==> src/verilog/zx_pkg.sv <==
// Constants shared by the zero-cross detector logic.
// Assumes a 32-bit APB slave with byte addresses on an 8-bit paddr.
package zx_pkg;

  // Register byte addresses.
  localparam logic [7:0] ZX_CTRL_OFF   = 8'h00;
  localparam logic [7:0] ZX_STAT_OFF   = 8'h04;
  localparam logic [7:0] ZX_CLR_OFF    = 8'h08;
  localparam logic [7:0] ZX_INTEN_OFF  = 8'h0c;

  // Control register field positions.
  localparam int ZX_CTRL_EN_BIT    = 7;
  localparam int ZX_CTRL_OUT_BIT   = 5;
  localparam int ZX_CTRL_POL_BIT   = 4;
  localparam int ZX_CTRL_RISE_BIT  = 1;
  localparam int ZX_CTRL_FALL_BIT  = 0;

  // Status, clear and enable share one layout.
  localparam int ZX_ST_FLAG_BIT    = 0;
  localparam int ZX_ST_RISE_BIT    = 1;
  localparam int ZX_ST_FALL_BIT    = 2;
  localparam int ZX_ST_W           = 3;

  // Reset values.
  localparam logic              ZX_POL_RST   = 1'b0;
  localparam logic              ZX_EDGE_RST  = 1'b0;
  localparam logic              ZX_EN_RST    = 1'b0;
  localparam logic [ZX_ST_W-1:0] ZX_ST_RST   = 3'h0;
  localparam logic [31:0]       ZX_RDATA_RST = 32'h0000_0000;

  // Answer state of the bus slave.
  typedef enum logic [1:0] {
    ZX_BUS_IDLE = 2'b01,
    ZX_BUS_ACK  = 2'b10
  } zx_bus_e;

endpackage

==> src/verilog/zx_edge_if.sv <==
// Signals between the register block and the edge detector.
// Assumes both ends run on the same clock.
interface zx_edge_if;
  logic sink_active;  // Front end reports the sink is active.
  logic pol_invert;   // Polarity invert setting.
  logic level;        // Registered polarity-adjusted output.
  logic rise;         // Rising edge of level.
  logic fall;         // Falling edge of level.

  modport det
  (
    input  sink_active,
    input  pol_invert,
    output level,
    output rise,
    output fall
  );

  modport ctl
  (
    output sink_active,
    output pol_invert,
    input  level,
    input  rise,
    input  fall
  );
endinterface

==> src/verilog/zx_edge_det.sv <==
// Registered polarity-adjusted level and its edge detectors.
// Assumes the front-end input is synchronous to clk.
module zx_edge_det
(
  input wire logic clk,     // System clock.
  input wire logic resetn,  // Asynchronous reset, active low.
  zx_edge_if.det   edge_if  // Level and edges to the register block.
);
  import zx_pkg::*;

  logic level_ff;
  logic prev_ff;

  // Sample the adjusted output and keep its previous value.
  // registered comparator
  always_ff @(posedge clk or negedge resetn)
  begin
    if (!resetn)
    begin
      level_ff <= ZX_EDGE_RST;
      prev_ff  <= ZX_EDGE_RST;
    end
    else
    begin
      level_ff <= edge_if.sink_active ^ edge_if.pol_invert;
      prev_ff  <= level_ff;
    end
  end

  // Edges come from the registered values only.
  // separate edge detectors
  assign edge_if.level = level_ff;
  assign edge_if.rise  = level_ff & ~prev_ff;
  assign edge_if.fall  = ~level_ff & prev_ff;

  AST_EDGE_EXCL : assert property (
    @(posedge clk) disable iff (!resetn)
    !(edge_if.rise && edge_if.fall))
    else $error("Rise and fall fired together.");

  AST_LEVEL_REG : assert property (
    @(posedge clk) disable iff (!resetn)
    ##1 level_ff == $past(edge_if.sink_active ^ edge_if.pol_invert))
    else $error("Level did not follow the sampled input.");

endmodule

==> src/verilog/zx_top.sv <==
// Zero-cross detector logic: APB registers, edge flags, interrupt.
// Assumes an analog front end driving sink_active synchronously to clk
// and an outside controller supplying the two interrupt gates.

module zx_top
(
  input  wire logic        clk,                   // System clock.
  input  wire logic        resetn,                // Async reset, low.
  input  wire logic        psel,                  // APB select.
  input  wire logic        penable,               // APB access phase.
  input  wire logic        pwrite,                // APB write.
  input  wire logic [7:0]  paddr,                 // APB byte address.
  input  wire logic [31:0] pwdata,                // APB write data.
  output logic      [31:0] prdata,                // APB read data.
  output logic             pready,                // APB ready.
  output logic             pslverr,               // APB error.
  input  wire logic        sink_active,           // Sink is on.
  input  wire logic        zc_por_default_config, // Config strap.
  input  wire logic        peripheral_int_gate,   // Peripheral gate.
  input  wire logic        global_int_gate,       // Global gate.
  output logic             zc_output_level,       // Adjusted level.
  output logic             pin_force_src_sink,    // Pin drive mode.
  output logic             irq                    // Interrupt level.
);
  import zx_pkg::*;

  zx_edge_if edge_bus ();

  logic                zc_detect_enable_ff;
  logic                zc_polarity_invert_ff;
  logic                zc_rise_int_en_ff;
  logic                zc_fall_int_en_ff;
  logic [ZX_ST_W-1:0]  status_ff;
  logic [ZX_ST_W-1:0]  nxt_status;
  logic [ZX_ST_W-1:0]  int_en_ff;
  logic                init_pending_ff;
  logic                irq_ff;
  logic                pin_force_ff;
  zx_bus_e             bus_ff;
  logic [31:0]         prdata_ff;
  logic                pslverr_ff;
  logic                setup_cyc;
  logic                wr_cyc;
  logic                clr_cyc;
  logic                ctrl_wr;
  logic                set_flag;
  logic [ZX_ST_W-1:0]  set_vec;
  logic [ZX_ST_W-1:0]  clr_vec;

  // Returns true when the address names a mapped register.
  function automatic logic zx_mapped(input logic [7:0] a);
    zx_mapped = (a == ZX_CTRL_OFF) || (a == ZX_STAT_OFF) ||
                (a == ZX_CLR_OFF)  || (a == ZX_INTEN_OFF);
  endfunction

  // Read value for an address; the clear register reads as zero.
  function automatic logic [31:0] zx_read(input logic [7:0] a);
    logic [31:0] v;
    v = 32'h0000_0000;
    case (a)
      ZX_CTRL_OFF:
      begin
        v[ZX_CTRL_EN_BIT]   = zc_detect_enable_ff;
        v[ZX_CTRL_OUT_BIT]  = edge_bus.level;
        v[ZX_CTRL_POL_BIT]  = zc_polarity_invert_ff;
        v[ZX_CTRL_RISE_BIT] = zc_rise_int_en_ff;
        v[ZX_CTRL_FALL_BIT] = zc_fall_int_en_ff;
      end
      ZX_STAT_OFF:  v[ZX_ST_W-1:0] = status_ff;
      ZX_INTEN_OFF: v[ZX_ST_W-1:0] = int_en_ff;
      default:      v = 32'h0000_0000;
    endcase
    zx_read = v;
  endfunction

  // Detector instance working on the adjusted output.
  zx_edge_det u_edge
  (
    .clk     (clk),
    .resetn  (resetn),
    .edge_if (edge_bus.det)
  );

  // The front end's sink state and polarity feed the detector.
  // sink state input
  assign edge_bus.sink_active = sink_active;
  assign edge_bus.pol_invert  = zc_polarity_invert_ff;

  // Bus phase decode; a write lands only on the ready edge.
  assign setup_cyc = psel && !penable;
  assign wr_cyc    = psel && penable && pready && pwrite;
  assign ctrl_wr   = wr_cyc && (paddr == ZX_CTRL_OFF);
  assign clr_cyc   = wr_cyc && (paddr == ZX_CLR_OFF);
  assign clr_vec   = clr_cyc ? pwdata[ZX_ST_W-1:0] : ZX_ST_RST;

  // Ready rises in the first access cycle, so every access takes two.
  always_ff @(posedge clk or negedge resetn)
  begin
    if (!resetn)
    begin
      bus_ff     <= ZX_BUS_IDLE;
      prdata_ff  <= ZX_RDATA_RST;
      pslverr_ff <= 1'b0;
    end
    else
    begin
      case (bus_ff)
        ZX_BUS_IDLE:
        begin
          if (setup_cyc)
          begin
            bus_ff     <= ZX_BUS_ACK;
            prdata_ff  <= pwrite ? ZX_RDATA_RST : zx_read(paddr);
            pslverr_ff <= !zx_mapped(paddr);
          end
        end
        ZX_BUS_ACK:
        begin
          bus_ff     <= ZX_BUS_IDLE;
          prdata_ff  <= ZX_RDATA_RST;
          pslverr_ff <= 1'b0;
        end
        default:
        begin
          bus_ff <= ZX_BUS_IDLE;
        end
      endcase
    end
  end

  assign pready  = (bus_ff == ZX_BUS_ACK);
  assign prdata  = prdata_ff;
  assign pslverr = pslverr_ff;

  // Control bits written by software.
  always_ff @(posedge clk or negedge resetn)
  begin
    if (!resetn)
    begin
      zc_polarity_invert_ff <= ZX_POL_RST;
      zc_rise_int_en_ff     <= ZX_EDGE_RST;
      zc_fall_int_en_ff     <= ZX_EDGE_RST;
    end
    else if (ctrl_wr)
    begin
      zc_polarity_invert_ff <= pwdata[ZX_CTRL_POL_BIT];
      zc_rise_int_en_ff     <= pwdata[ZX_CTRL_RISE_BIT];
      zc_fall_int_en_ff     <= pwdata[ZX_CTRL_FALL_BIT];
    end
  end

  // Detect enable: the strap is caught on the first edge after reset.
  // power-on default
  always_ff @(posedge clk or negedge resetn)
  begin
    if (!resetn)
    begin
      zc_detect_enable_ff <= ZX_EN_RST;
      init_pending_ff     <= 1'b1;
    end
    else if (init_pending_ff)
    begin
      zc_detect_enable_ff <= !zc_por_default_config;
      init_pending_ff     <= 1'b0;
    end
    else if (ctrl_wr)
    begin
      zc_detect_enable_ff <= pwdata[ZX_CTRL_EN_BIT];
    end
  end

  // Pin drive mode follows the enable, one cycle later.
  // force source/sink
  always_ff @(posedge clk or negedge resetn)
  begin
    if (!resetn)
    begin
      pin_force_ff <= ZX_EN_RST;
    end
    else
    begin
      pin_force_ff <= zc_detect_enable_ff;
    end
  end

  // Edges on the adjusted output set the flag only through their own enables; a
  // polarity write flips the level and so shows up as an edge too.
  // adjusted output edges
  assign set_flag = (edge_bus.rise && zc_rise_int_en_ff) ||
                    (edge_bus.fall && zc_fall_int_en_ff);

  always_comb
  begin
    set_vec                 = ZX_ST_RST;
    set_vec[ZX_ST_FLAG_BIT] = set_flag;
    set_vec[ZX_ST_RISE_BIT] = edge_bus.rise;
    set_vec[ZX_ST_FALL_BIT] = edge_bus.fall;
  end

  // Sticky status: only software clears it, and a set wins the clear.
  // software clear only
  assign nxt_status = (status_ff & ~clr_vec) | set_vec;

  always_ff @(posedge clk or negedge resetn)
  begin
    if (!resetn)
    begin
      status_ff <= ZX_ST_RST;
    end
    else
    begin
      status_ff <= nxt_status;
    end
  end

  // Interrupt enable register, same layout as the status.
  always_ff @(posedge clk or negedge resetn)
  begin
    if (!resetn)
    begin
      int_en_ff <= ZX_ST_RST;
    end
    else if (wr_cyc && (paddr == ZX_INTEN_OFF))
    begin
      int_en_ff <= pwdata[ZX_ST_W-1:0];
    end
  end

  // Interrupt level; nothing here depends on sleep, so it runs on.
  // full gate chain
  always_ff @(posedge clk or negedge resetn)
  begin
    if (!resetn)
    begin
      irq_ff <= 1'b0;
    end
    else
    begin
      irq_ff <= (|(status_ff & int_en_ff)) && peripheral_int_gate &&
                global_int_gate;
    end
  end

  // Outputs straight from flip-flops.
  // output level
  assign zc_output_level    = edge_bus.level;
  assign pin_force_src_sink = pin_force_ff;
  assign irq                = irq_ff;

  AST_LEVEL_NORMAL : assert property (
    @(posedge clk) disable iff (!resetn)
    ##1 ($past(zc_polarity_invert_ff) == 1'b0) |->
      zc_output_level == $past(sink_active))
    else $error("Level wrong with polarity clear.");

  AST_LEVEL_INVERT : assert property (
    @(posedge clk) disable iff (!resetn)
    ##1 ($past(zc_polarity_invert_ff) == 1'b1) |->
      zc_output_level == !$past(sink_active))
    else $error("Level wrong with polarity set.");

  AST_RISE_SETS : assert property (
    @(posedge clk) disable iff (!resetn)
    (edge_bus.rise && zc_rise_int_en_ff) |=> status_ff[ZX_ST_FLAG_BIT])
    else $error("Enabled rise did not set the flag.");

  AST_FALL_SETS : assert property (
    @(posedge clk) disable iff (!resetn)
    (edge_bus.fall && zc_fall_int_en_ff) |=> status_ff[ZX_ST_FLAG_BIT])
    else $error("Enabled fall did not set the flag.");

  AST_NO_SPURIOUS : assert property (
    @(posedge clk) disable iff (!resetn)
    (!status_ff[ZX_ST_FLAG_BIT] && !set_flag) |=>
      !status_ff[ZX_ST_FLAG_BIT])
    else $error("Flag set without an enabled edge.");

  AST_SET_WINS : assert property (
    @(posedge clk) disable iff (!resetn)
    (set_flag && clr_cyc && pwdata[ZX_ST_FLAG_BIT]) |=>
      status_ff[ZX_ST_FLAG_BIT])
    else $error("Clear beat a simultaneous edge.");

  AST_FLAG_STICKY : assert property (
    @(posedge clk) disable iff (!resetn)
    (status_ff[ZX_ST_FLAG_BIT] && !clr_cyc) |=>
      status_ff[ZX_ST_FLAG_BIT])
    else $error("Flag dropped without a software clear.");

  AST_IRQ_GATES : assert property (
    @(posedge clk) disable iff (!resetn)
    ##1 irq == ($past(|(status_ff & int_en_ff)) &&
                $past(peripheral_int_gate) && $past(global_int_gate)))
    else $error("Interrupt does not match its gates.");

  AST_POL_EVENT : assert property (
    @(posedge clk) disable iff (!resetn)
    ($changed(zc_polarity_invert_ff) && $stable(sink_active)) |=>
      (edge_bus.rise || edge_bus.fall))
    else $error("Polarity change gave no edge.");

  AST_FORCE_PIN : assert property (
    @(posedge clk) disable iff (!resetn)
    ##1 pin_force_src_sink == $past(zc_detect_enable_ff))
    else $error("Pin mode does not follow enable.");

  AST_POR_DEFAULT : assert property (
    @(posedge clk) disable iff (!resetn)
    $fell(init_pending_ff) |->
      zc_detect_enable_ff == !$past(zc_por_default_config))
    else $error("Enable not loaded from the strap.");

  AST_READY_ONE : assert property (
    @(posedge clk) disable iff (!resetn)
    pready |=> !pready)
    else $error("Ready held for more than one cycle.");

endmodule
==> config.mk <==
export PLATFORM = sky130hd
export DESIGN_NAME = zx_top
export DESIGN_NICKNAME = d
export VERILOG_FILES = /design/src/verilog/zx_pkg.sv /design/src/verilog/zx_edge_if.sv /design/src/verilog/zx_edge_det.sv /design/src/verilog/zx_top.sv
export SDC_FILE = /design/constraint.sdc
export NUM_CORES = 1
export LEC_CHECK = 0
export BUFFER_PORTS_ARGS = -buffer_cell sky130_fd_sc_hd__buf_2
export CAP_MARGIN = 20
export CORE_MARGIN = 8
export CORE_UTILIZATION = 44
export DETAILED_ROUTE_END_ITERATION = 16
export GPL_TIMING_DRIVEN = 0
export PLACE_DENSITY = 0.88
export SYNTH_ARGS = -nofsm -noshare
export SYNTH_HDL_FRONTEND = slang
export SYNTH_HIERARCHICAL = 1
export SYNTH_SLANG_ARGS = --single-unit
==> constraint.sdc <==
create_clock -name clk -period 4.3 [get_ports clk]
set_input_delay 0.43 -clock clk [delete_from_list [all_inputs] [get_ports clk]]
set_output_delay 0.43 -clock clk [all_outputs]
set_load 0.03 [all_outputs]
==> results.cfg <==
[die]
fp.dieH_um = 69.19
ioPinCount = 86
start_util_pct = 45.54
die_x_um = 69.19
core-area_mm2 = 0.002734
rows = 19
die_area_mm2 = 0.004787

[pwr]
p_total_w = 0.0004455
peakVddDrop_uv = 187.2
switching_share_pct = 28.61
p_leak_nw = 0.8787
power_frac_seq_pct = 53.0
power_switching_w = 0.0001275
power_frac_comb_pct = 21.4
p_int_w = 0.0003181
clkPwrFrac_pct = 25.7
p_per_area_mw_per_mm2 = 282.4

[sta]
rsz0062_at_grt = no
finalSetupTns_ns = 0
hold_viol_final = 0
whs_ns = 0.07398
fin_crit_ns = 1.576
worst_pin_slew_ns = 0.5158
fin_crit_sh_pct = 36.66
max_freq_ghz = 0.6344
finalSetupViolCount = 0
drv_slew = 0
max-slew-margin-rel_pct = 65.61
fin_skew_ns = 0.006323

[routing]
drtAntennaViolNets = 0
dr.pass1.iters = 4
wl_per_cell_um = 13.33
vias_per_cell = 4.622
drt-total-wl_mm = 2.680
drtIter0Drc = 19
drcViolationCount = 0
vias = 929

[critical_path]
end_kind = output port
crit_fanout = 3
arrival_ns = 1.15
max_stage_delay_ns = 0.38
critPathLaunchType = register
rr_worst_depth = 3
required_ns = 3.87
critPathSlowestCell = dfrtp_1
timing.rr.start = bus_ff[0]$_DFFE_PN1P_
reg2reg_to = edge_bus.pol_invert$_DFFE_PN0P_
r2r_setup_slack_ns = 2.80
critPathKind = reg -> out
crit_chain = nor2b_1 -> buf_2

[final_layout]
syn_to_final_growth_pct = 26.73
final_cell_mix = 32 x buf_2, 27 x conb_1, 26 x buf_4
num_antenna_cells = 0
drive_gt1_share_pct = 45.29
fin_util_pct = 57.71
multi_input_area_um2 = 525.5
seq_area_um2 = 603.1
final_common_cell = buf_2
fill_cells = 244
fin_area_mm2 = 0.001578
fin_nets = 220

[logic_synthesis]
synthCells = 108
yosys.area.top_type_share_pct = 44.22
synth_fa_ha_area_share_pct = 0
yosys.area.top_type = dfrtp_1
synth-compound-area-share_pct = 10.75
syn-mean-instance-area_um2 = 11.53
synth_top_family_by_area = buffers and inverters
yosys.area_share.xor_xnor_pct = 0.7035
ys_seq_area_share_pct = 48.44
synth_area_mm2 = 0.001245
yosysUniqueCellTypes = 31
yosys-mux-area-fraction_pct = 8.945
yosys.area_share.simple_pct = 13.67
synthTopCellsByArea = dfrtp_1 44%, buf_4 16%, mux2_2 8.1%
yosys_register_bits = 24
ys_warn_count = 6

[clock_tree]
ctsResizeCount = 0
ctsHtreeMaxLevel = 1
numCtsBuffers = 3
cts_tree = built
post_cts_buffers = 0
clk_path_buf_depth = 2
clock-sinks = 24
clockRootBuffer = clkbuf_4
hold_buffers = 0
clkLatencyLatePin_ns = 0.31
clkSlewWorstSetupHoldPaths_ns = 0.12

[placed_design]
dpl.hpwl_mm = 2.261
gp_congestion = 0.7538
numPortBuffers = 32
postPlaceCellArea_mm2 = 0.001541

[grt]
grt_usage_pct = 10.87
grt_max_degree = 25
grt_pass1_wl_mm = 4.478
antenna_found_initial = 0
grt_pass1_vias = 998
grt_overflow = 0

[job]
maxCapViolCount = 0

[status]
status = completed

[min_path]
hp-class = in -> async
## worst max path at each step
stage                                      from  cells past startpoint                         endpoint
after floorplan                        paddr[1]                      3            prdata[2]$_DFFE_PN0P_
after global placement                 paddr[1]                      4    zc_rise_int_en_ff$_DFFE_PN0P_
after detailed placement               paddr[1]                      4  edge_bus.pol_invert$_DFFE_PN0P_
after CTS                 bus_ff[1]$_DFFE_PN0P_                      2                           pready
after global routing      bus_ff[1]$_DFFE_PN0P_                      2                           pready
final                     bus_ff[1]$_DFFE_PN0P_                      2                           pready
## synth_stat cells
master	count
conb_1	1
o21ai_0	1
and3b_1	1
dfrtp_1	22
nor2b_1	4
or4_4	1
a22o_1	4
a222oi_1	1
dfstp_2	2
a31oi_1	3
and3_1	1
and4_1	1
nand4_1	2
xor2_1	1
and4b_1	1
o31ai_1	1
nor2_1	6
buf_4	26
nand2_1	1
a21oi_1	2
a32o_1	4
nor4_1	1
mux2i_1	1
nor4_4	1
or2_2	1
mux2_2	9
and2b_2	1
a22oi_1	1
inv_1	5
nor3b_1	1
nand4bb_1	1
## stage by stage
| stage | cells | worst slack, ns |
|---|---|---|
| after floorplan | 134 | 2.752 |
| after global placement | 197 | 2.513 |
| final | 201 | 2.724 |
| after detailed placement | 197 | 2.454 |
| after CTS | 201 | 2.715 |
| after global routing | 201 | 2.663 |
## cell families after synthesis
logic type,Yosys count
other,1
xor gates and xnor gates,1
buffers and inverters,31
DFF,24
muxes,10
and+or+nand+nor,24
AOI/OAI and AO/OA,17
## cell type report
class	count	share of cell area [%]
sequential	24	38.22
multi-input combinational	79	33.31
buffer	26	12.37
timing repair buffer	32	10.15
tap	31	2.458
clock buffer	4	2.300
inverter	5	1.190
## state kept, by name (all words and copies together) (netlist names)
register,count
prdata,6
int_en_ff,3
status_ff,3
bus_ff,2
edge_bus.pol_invert,1
init_pending_ff,1
irq,1
pin_force_src_sink,1
pslverr,1
u_edge/edge_if.level,1
u_edge/prev_ff,1
zc_detect_enable_ff,1
zc_fall_int_en_ff,1
zc_rise_int_en_ff,1
## power by group through the flow
| stage | clock network (W) | registers, W | logic, W |
|---|---|---|---|
| after floorplan | 0 | 0.000247 | 0.0000637 |
| after global placement | 0 | 0.000240 | 0.0000928 |
| after detailed placement | 0 | 0.000240 | 0.0000943 |
| after CTS | 0.000121 | 0.000236 | 0.0000944 |
| after global routing | 0.000127 | 0.000237 | 0.000104 |
| final | 0.000114 | 0.000236 | 0.0000952 |
## critical path: cells and delay by family, from the launching register on
family                 cells  cell delay [ns]
DFF                        1             0.38
and+or+nand+nor            1             0.22
buffers and inverters      1             0.24
## layer usage
layer  track usage [%]  part of all wire [%]  vias to the layer above
met5                 0                     0                        -
met4             4.100                  0.37                        0
met3             4.292                   9.3                        2
met2             18.65                    51                       39
met1             11.69                    39                      430
li1                  -                     -                      458
Power figures use the tool's default switching activity.
